**config.mk**
```make
export PLATFORM = sky130hd
export DESIGN_NAME = pulse_count_input_decoder
export DESIGN_NICKNAME = d
export VERILOG_FILES = /design/src/pcd_pkg.sv /design/src/pcd_sync.sv /design/src/pulse_count_input_decoder.sv
export SDC_FILE = /design/constraint.sdc
export NUM_CORES = 1
export LEC_CHECK = 0
export BUFFER_PORTS_ARGS = -buffer_cell sky130_fd_sc_hd__buf_4
export CORE_ASPECT_RATIO = 1.75
export CORE_MARGIN = 5
export CORE_UTILIZATION = 55
export CTS_CLUSTER_SIZE = 20
export DETAILED_ROUTE_END_ITERATION = 8
export GPL_ROUTABILITY_DRIVEN = 0
export PLACE_DENSITY = 0.83
export SLEW_MARGIN = 20
export SYNTH_ARGS = -nofsm -noshare
export SYNTH_HDL_FRONTEND = slang
export SYNTH_SLANG_ARGS = --single-unit
export TNS_END_PERCENT = 10
```
**constraint.sdc**
```tcl
create_clock -name CLK_SYS -period 6.7 [get_ports CLK_SYS]
set_clock_uncertainty 0.15 [all_clocks]
set_input_delay 1.005 -clock CLK_SYS [delete_from_list [all_inputs] [get_ports CLK_SYS]]
set_output_delay 1.005 -clock CLK_SYS [all_outputs]
set_load 0.005 [all_outputs]
```
**src/pcd_pkg.sv**
```systemverilog
// Package for the pulse count input decoder: modes, widths and reset values.
// Assumes a single system clock domain and no register bus.
package pcd_pkg;
   // ==========================================================================
   // Count input modes
   typedef enum logic [3:0] {
      single_edge_with_user_b,
      double_edge_with_user_b,
      single_edge_direction_ctl,
      double_edge_direction_ctl,
      add_subtract,
      add_add,
      quad_x1,
      quad_x2,
      quad_x4
   } count_mode_t;
   // ==========================================================================
   // Fixed point layout: factor in units of 0.00001.
   localparam int FACTOR_W = 20;
   localparam logic [19:0] FACTOR_MIN = 20'h0_0001;
   localparam logic [19:0] FACTOR_MAX = 20'hF_423F;
   localparam logic [19:0] FACTOR_UNITY = 20'h1_86A0;
   localparam logic [19:0] FACTOR_RESET = 20'h1_86A0;
   localparam int COUNT_W = 48;
   localparam logic [47:0] COUNT_RESET = 48'h0000_0000_0000;
   localparam logic [2:0] FRACTION_MAX = 3'h5;
   localparam logic [2:0] FRACTION_RESET = 3'h0;
endpackage

```
**src/pcd_sync.sv**
```systemverilog
// Two flip-flop synchroniser with an edge detector on the stable stage.
// Assumes the input is asynchronous to CLK_SYS.
`timescale 1ns/1ps
module pcd_sync (
   input wire logic clk,
   input wire logic rst_n,
   input wire logic din,
   output logic level,
   output logic rise,
   output logic fall
);
   // ==========================================================================
   // State
   typedef struct packed {
      logic meta;
      logic stab;
      logic prev;
      logic [1:0] fill;
   } sync_t;
   sync_t s_r;
   sync_t s_nxt;
   always_comb begin
      s_nxt = s_r;
      s_nxt.meta = din;
      s_nxt.stab = s_r.meta;
      s_nxt.prev = s_r.stab;
      s_nxt.fill = {s_r.fill[0], 1'b1};
      // Until two real samples have passed, prev follows stab, so the
      // reset level of the flops never shows up as a false edge.
      if (!s_r.fill[1]) begin
         s_nxt.prev = s_nxt.stab;
      end
   end
   always_ff @(posedge clk) begin
      if (!rst_n) begin
         s_r <= '0;
      end else begin
         s_r <= s_nxt;
      end
   end
   // Edges compare the current and previous synchronised samples.
   assign level = s_r.stab;
   assign rise = s_r.stab & ~s_r.prev;
   assign fall = ~s_r.stab & s_r.prev;
endmodule // pcd_sync

```
**src/pulse_count_input_decoder.sv**
```systemverilog
// Count front end: decodes inputs A and B into scaled signed count steps.
// Assumes the pulse sources are asynchronous and settings are static levels.
//
// Summary of operation
// - Each event adds the scaling factor, or subtracts it on down counts.
// - A factor of one moves the count by exactly one unit per event.
// - Factor limited to one on scaled-output or batch totalizing builds.
// - Fraction position selects zero to five displayed decimal digits.
// - Nine count modes; A-only modes free input B as user input.
// - Single-edge user mode counts falling A edges; B goes to user.
// - Double-edge modes count both edges of input A.
// - Direction modes: B high counts up, B low counts down.
// - Add/subtract: A falls add, B falls subtract, coincident both kept.
// - Add/add: falling edges on A and B both add, coincident both kept.
// - Quad x1 with B low: A falls count up, A rises count down.
// - Quad x1 ignores all A transitions while B is high.
// - Quad x2 with B high: A rises count up, A falls count down.
// - Quad x4 counts every edge of A and B with swapped roles.
`timescale 1ns/1ps
module pulse_count_input_decoder (
   input wire logic CLK_SYS,
   input wire logic RST_N,
   input wire logic IN_A,
   input wire logic IN_B,
   input wire logic [3:0] COUNT_MODE,
   input wire logic [19:0] SCALE_FACTOR,
   input wire logic SCALED_OUTPUT_BUILD,
   input wire logic BATCH_TOTALIZING,
   input wire logic [2:0] DISPLAY_FRACTION_POSITION,
   input wire logic COUNT_CLEAR,
   output logic signed [47:0] COUNT_VALUE,
   output logic [2:0] FRACTION_DIGITS,
   output logic [19:0] FACTOR_IN_USE,
   output logic SECOND_INPUT_USER_FUNCTION,
   output logic USER_B_VALID,
   output logic COUNT_STEP
);
   // ==========================================================================
   // Synchronisers
   logic a_lvl, a_rise, a_fall, b_lvl, b_rise, b_fall;
   pcd_sync u_sync_a (
      .clk(CLK_SYS), .rst_n(RST_N), .din(IN_A),
      .level(a_lvl), .rise(a_rise), .fall(a_fall)
   );
   pcd_sync u_sync_b (
      .clk(CLK_SYS), .rst_n(RST_N), .din(IN_B),
      .level(b_lvl), .rise(b_rise), .fall(b_fall)
   );
   // ==========================================================================
   // State
   typedef struct packed {
      logic signed [47:0] count;
      logic pend_down;
      logic step;
      logic user_b;
      logic [2:0] frac;
      logic [19:0] factor;
   } core_t;
   core_t c_r;
   core_t c_nxt;
   pcd_pkg::count_mode_t mode;
   logic ev_up, ev_dn, user_mode, lim_one;
   logic [19:0] fac;
   logic signed [47:0] fac_ext;
   assign mode = pcd_pkg::count_mode_t'(COUNT_MODE);
   assign user_mode = (mode == pcd_pkg::single_edge_with_user_b) ||
                      (mode == pcd_pkg::double_edge_with_user_b);
   assign lim_one = SCALED_OUTPUT_BUILD | BATCH_TOTALIZING;
   // ==========================================================================
   // Event decode; B quarter-period displacement is assumed for quadrature.
   always_comb begin
      ev_up = 1'b0;
      ev_dn = 1'b0;
      case (mode)
         pcd_pkg::single_edge_with_user_b: begin
            ev_up = a_fall;
         end
         pcd_pkg::double_edge_with_user_b: begin
            ev_up = a_fall | a_rise;
         end
         pcd_pkg::single_edge_direction_ctl: begin
            ev_up = a_fall & b_lvl;
            ev_dn = a_fall & ~b_lvl;
         end
         pcd_pkg::double_edge_direction_ctl: begin
            ev_up = (a_fall | a_rise) & b_lvl;
            ev_dn = (a_fall | a_rise) & ~b_lvl;
         end
         pcd_pkg::add_subtract: begin
            ev_up = a_fall;
            ev_dn = b_fall;
         end
         pcd_pkg::add_add: begin
            ev_up = a_fall;
            ev_dn = b_fall;
         end
         pcd_pkg::quad_x1: begin
            ev_up = a_fall & ~b_lvl;
            ev_dn = a_rise & ~b_lvl;
         end
         pcd_pkg::quad_x2: begin
            ev_up = (a_fall & ~b_lvl) | (a_rise & b_lvl);
            ev_dn = (a_rise & ~b_lvl) | (a_fall & b_lvl);
         end
         pcd_pkg::quad_x4: begin
            ev_up = (a_fall & ~b_lvl) | (a_rise & b_lvl) |
                    (b_fall & a_lvl) | (b_rise & ~a_lvl);
            ev_dn = (a_rise & ~b_lvl) | (a_fall & b_lvl) |
                    (b_rise & a_lvl) | (b_fall & ~a_lvl);
         end
         default: begin
            ev_up = 1'b0;
            ev_dn = 1'b0;
         end
      endcase
   end
   // ==========================================================================
   // Factor clamping; an out-of-range factor is pinned rather than refused.
   always_comb begin
      fac = SCALE_FACTOR;
      if (fac < pcd_pkg::FACTOR_MIN) begin
         fac = pcd_pkg::FACTOR_MIN;
      end
      if (fac > pcd_pkg::FACTOR_MAX) begin
         fac = pcd_pkg::FACTOR_MAX;
      end
      if (lim_one && fac > pcd_pkg::FACTOR_UNITY) begin
         fac = pcd_pkg::FACTOR_UNITY;
      end
   end
   assign fac_ext = $signed({28'h000_0000, c_r.factor});
   // ==========================================================================
   // Accumulator. Coincident events are split over two cycles: one applied
   // now, the second parked in pend_down. In add/add the parked one adds.
   always_comb begin
      logic up_now, dn_now, add_add_mode;
      up_now = 1'b0;
      dn_now = 1'b0;
      add_add_mode = (mode == pcd_pkg::add_add);
      c_nxt = c_r;
      c_nxt.factor = fac;
      c_nxt.frac = DISPLAY_FRACTION_POSITION;
      if (DISPLAY_FRACTION_POSITION > pcd_pkg::FRACTION_MAX) begin
         c_nxt.frac = pcd_pkg::FRACTION_MAX;
      end
      c_nxt.user_b = b_lvl;
      c_nxt.pend_down = 1'b0;
      if (c_r.pend_down) begin
         dn_now = 1'b1;
      end else begin
         up_now = ev_up;
         dn_now = ev_dn & ~ev_up;
         c_nxt.pend_down = ev_up & ev_dn;
      end
      c_nxt.step = up_now | dn_now;
      if (COUNT_CLEAR) begin
         c_nxt.count = pcd_pkg::COUNT_RESET;
         c_nxt.pend_down = 1'b0;
         c_nxt.step = 1'b0;
      end else if (up_now || (dn_now && add_add_mode)) begin
         c_nxt.count = c_r.count + fac_ext;
      end else if (dn_now) begin
         c_nxt.count = c_r.count - fac_ext;
      end
   end
   always_ff @(posedge CLK_SYS) begin
      if (!RST_N) begin
         c_r.count <= pcd_pkg::COUNT_RESET;
         c_r.pend_down <= 1'b0;
         c_r.step <= 1'b0;
         c_r.user_b <= 1'b0;
         c_r.frac <= pcd_pkg::FRACTION_RESET;
         c_r.factor <= pcd_pkg::FACTOR_RESET;
      end else begin
         c_r <= c_nxt;
      end
   end
   assign COUNT_VALUE = c_r.count;
   assign FRACTION_DIGITS = c_r.frac;
   assign FACTOR_IN_USE = c_r.factor;
   assign SECOND_INPUT_USER_FUNCTION = c_r.user_b;
   assign USER_B_VALID = user_mode;
   assign COUNT_STEP = c_r.step;
   // ==========================================================================
   // Checks
   // The step just shown was scaled by the factor of the cycle before.
   logic signed [47:0] unity_ext;
   assign unity_ext = $signed({28'h000_0000, pcd_pkg::FACTOR_UNITY});
   a_unity_step: assert property (
      @(posedge CLK_SYS) disable iff (!RST_N)
      ($past(c_r.factor) == pcd_pkg::FACTOR_UNITY && c_r.step &&
       !$past(COUNT_CLEAR))
      |-> (c_r.count - $past(c_r.count) == unity_ext) ||
          ($past(c_r.count) - c_r.count == unity_ext))
      else $error("unity step not one unit");
   a_factor_range: assert property (
      @(posedge CLK_SYS) disable iff (!RST_N)
      ##1 (c_r.factor >= pcd_pkg::FACTOR_MIN &&
           c_r.factor <= pcd_pkg::FACTOR_MAX))
      else $error("factor out of range");
   a_factor_limit: assert property (
      @(posedge CLK_SYS) disable iff (!RST_N)
      $past(lim_one) |-> c_r.factor <= pcd_pkg::FACTOR_UNITY)
      else $error("factor above one while limited");
   a_fraction_max: assert property (
      @(posedge CLK_SYS) disable iff (!RST_N)
      c_r.frac <= pcd_pkg::FRACTION_MAX)
      else $error("fraction position above five");
   a_pend_drains: assert property (
      @(posedge CLK_SYS) disable iff (!RST_N)
      (c_r.pend_down && !COUNT_CLEAR) |=> c_r.step && !c_r.pend_down)
      else $error("parked count lost");
   a_addadd_up: assert property (
      @(posedge CLK_SYS) disable iff (!RST_N)
      (mode == pcd_pkg::add_add && $stable(mode) && c_r.step &&
       !$past(COUNT_CLEAR)) |-> c_r.count > $past(c_r.count))
      else $error("add add decremented");
   a_quad1_b_high: assert property (
      @(posedge CLK_SYS) disable iff (!RST_N)
      (mode == pcd_pkg::quad_x1 && b_lvl && !c_r.pend_down)
      |=> !c_r.step)
      else $error("quad x1 counted while b high");
   a_user_no_down: assert property (
      @(posedge CLK_SYS) disable iff (!RST_N)
      (user_mode && $past(user_mode) && c_r.step && !$past(COUNT_CLEAR))
      |-> c_r.count > $past(c_r.count))
      else $error("user mode counted down");
   c_coincide: cover property (@(posedge CLK_SYS) c_r.pend_down);
   c_quad4: cover property (@(posedge CLK_SYS)
      mode == pcd_pkg::quad_x4 && c_r.step);
   c_down: cover property (@(posedge CLK_SYS) c_r.step &&
      c_r.count < $past(c_r.count));
endmodule // pulse_count_input_decoder

```
==> impl_metrics.env <==
export IMPL_path_cells="buf_4 -> or3_1 -> o31a_1 -> a211oi_1 -> a211oi_2 -> o21ai_0 -> fa_1 -> a21o_1 -> a221o_1 -> a21oi_1 -> nor2_1 -> a31oi_1 -> a2111oi_0 -> nor2_1 -> or4_1 -> o211ai_1"
export IMPL_ys_ff_latch=82
export IMPL_seq_area_frac_synth=0.2390
export IMPL_via_per_inst=6.230
export IMPL_syn_to_final_growth_pct=9.820
export IMPL_num_vias=6785
export IMPL_multi_input_area_mm2=0.004436
export IMPL_arrival_ps=6310
export IMPL_grt_pass1_vias=6409
export IMPL_top_usage_layer="met2"
export IMPL_fp_coreArea_mm2=0.01236
export IMPL_power_density_mw_per_mm2=206.3
export IMPL_pre_cts_slack_ps=389.3
export IMPL_die_h_um=157.8
export IMPL_cts_max_path_buffers=2
export IMPL_numClockSinks=82
export IMPL_timing_final_crit_share=0.9224
export IMPL_placed_area_mm2=0.007249
export IMPL_worstSkewPairLatency_ps=350
export IMPL_fin_area_mm2=0.007542
export IMPL_fin_crit_ps=6180
export IMPL_drv_cap=0
export IMPL_initial_core_util=0.5555
export IMPL_drt_pass1_iterations=6
export IMPL_rsz0062_at_grt="false"
export IMPL_crit_fanout=12
export IMPL_fp_dieArea_mm2=0.01491
export IMPL_synth_top_area_cell="dfxtp_1"
export IMPL_dp_hpwl_mm=15.23
export IMPL_tns_ps=0
export IMPL_globalRouteMet2Util=0.4841
export IMPL_drt_iter0_drc=477
export IMPL_whs_path_depth=1
export IMPL_syn_cell_area_mm2=0.006868
export IMPL_overflow=0
export IMPL_synth_distinct_cells=72
export IMPL_worstSetupStartpointType="primary input"
export IMPL_ios=108
export IMPL_hold_violations=0
export IMPL_synth_edf_count=0
export IMPL_wirelength_mm=20.01
export IMPL_rr_worst_depth=18
export IMPL_synth_area_leaders="dfxtp_1, ha_1, buf_4"
export IMPL_avgSynthCellArea_um2=7.589
export IMPL_outcome="completed"
export IMPL_drive_above_1_share=0.1618
export IMPL_ctsHtreeMaxLevel=3
export IMPL_cp_common_cell="nor2_1"
export IMPL_utilization=0.6100
export IMPL_async_reset_ff_frac=0
export IMPL_finalSetupViolations=0
export IMPL_port_buffers=107
export IMPL_max_freq_mhz=161.8
export IMPL_grt_usage=0.2603
export IMPL_antenna_left=0
export IMPL_cp_slowest_stage_delay_ps=900
export IMPL_p_leak_nw=3.226
export IMPL_drc_errors=0
export IMPL_grt_max_degree=59
export IMPL_synth_top_area_share=0.2390
export IMPL_cp_slowest_cell="a2111oi_0"
export IMPL_seq_area_mm2=0.001642
export IMPL_die_x_um=94.47
export IMPL_synthMostInstantiatedCell="nand2_1"
export IMPL_cts_tree="built"
export IMPL_diodes=0
export IMPL_synth_nets=992
export IMPL_rrSetupSlack_ps=550
export IMPL_cts_hold_buf=0
export IMPL_antenna_found_initial=0
export IMPL_end_kind="flip-flop"
export IMPL_synthTopCellsByCount="nand2_1, a21oi_1, dfxtp_1"
export IMPL_ys_flop_type="dfxtp_1"
export IMPL_fillers=1128
export IMPL_fin_ws_ps=520.2
export IMPL_netlist_instances=905
export IMPL_numCtsBuffers=9
export IMPL_slew_violations=0
export IMPL_max_slew_margin=0.2373
export IMPL_grt_pass1_wl_mm=30.50
export IMPL_use_met1=0.2468
export IMPL_worstSetupPathType="in2reg"
export IMPL_vdd_drop_max_mv=0.1249
export IMPL_cts_root_buf="clkbuf_16"
export IMPL_worst_pin_slew_ps=1132
export IMPL_yosys_warnings=0
export IMPL_use_met3=0.03947
export IMPL_min_path_type="reg2reg"
export IMPL_critPathRequiredTime_ps=6830
export IMPL_avgRoutedWirePerCell_um=18.37
export IMPL_path_clk_slew_ps=70
export IMPL_finalPower_mw=1.556
export IMPL_layout_nets=1003
export IMPL_placementRows=54
==> final timing paths <==
check | startpoint | to
max | COUNT_MODE[0] | COUNT_VALUE[44]
min | u_sync_a.s_nxt[1] | u_sync_b.s_r[1]
max reg2reg | u_sync_a.level | COUNT_VALUE[44]
min reg2reg | u_sync_a.s_nxt[1] | u_sync_b.s_r[1]
==> where the power goes <==
group	internal [mW]	switching [mW]
clock network	0.255	0.224
logic	0.220	0.312
registers	0.514	0.0306
total	0.989	0.567
==> through the flow <==
step | hold slack [ps] | cells
after floorplan | 261.8 | 905
after global placement | 263.7 | 1072
after detailed placement | 275.8 | 1072
after CTS | 298.5 | 1088
after global routing | 327.4 | 1089
final | 300.1 | 1089
==> metal layers <==
layer	vias up	routed length, µm
met5	-	0
met4	0	1573
met3	103	1107
met2	296	10640
met1	3153	6688
li1	3233	-
==> cell usage in the layout (no fill, tap or decap), types with 9 or more instances in the layout <==
cell       synthesis  routed
o211ai_1          11      11
nor3_1            23      23
nand2_1          106     106
nand3_1           26      26
inv_1             32      32
ha_1              52      52
and2_1            16      16
nand4_1           13      13
xor2_1            13      13
nor2_1            62      62
a21oi_1           83      83
dfxtp_1           82      82
clkbuf_16          0       9
a31oi_1           13      13
buf_4             71     114
o31ai_1            9       9
a211oi_1          11      10
xnor2_1           32      32
o21ai_0           36      36
a21o_1            22      22
or3_1             18      18
==> logic make-up after synthesis <==
family	share of synthesized area
xor+xnor	0.05739
mux	0.006012
simple gates	0.2259
fa+ha+maj	0.09765
buf+inv	0.1208
compound gates	0.2532
flops	0.2390
==> timing repair <==
item | 4_1_cts | 5_1_grt
gates resized for setup | 0 | 1
buffers inserted | 0 | 0
setup endpoints to repair | 0 | 2
==> registers in the layout, summed over array words and instances (netlist names) <==
register	flops
c_r	1
FRACTION_DIGITS	3
u_sync_a.level	1
COUNT_VALUE	48
COUNT_STEP	1
u_sync_b.s_r	2
u_sync_a.s_nxt	2
u_sync_a.s_r	1
FACTOR_IN_USE	20
u_sync_b.s_nxt	1
u_sync_b.level	1
SECOND_INPUT_USER_FUNCTION	1
==> layout make-up <==
type,instances,area share
Tap cell,168,0.02787
Sequential cell,82,0.2177
Multi-Input combinational cell,677,0.5881
Clock inverter,6,0.006636
Clock buffer,10,0.03036
Timing Repair Buffer,114,0.1135
Inverter,32,0.01593
==> worst max-delay path: cells and delay by family <==
| family | cells | cell delay, ps |
|---|---|---|
| compound gates | 10 | 3530 |
| simple gates | 4 | 1330 |
| fa+ha+maj | 1 | 300 |
| buf+inv | 1 | 140 |
No activity file was read; power rests on OpenSTA's default activity.
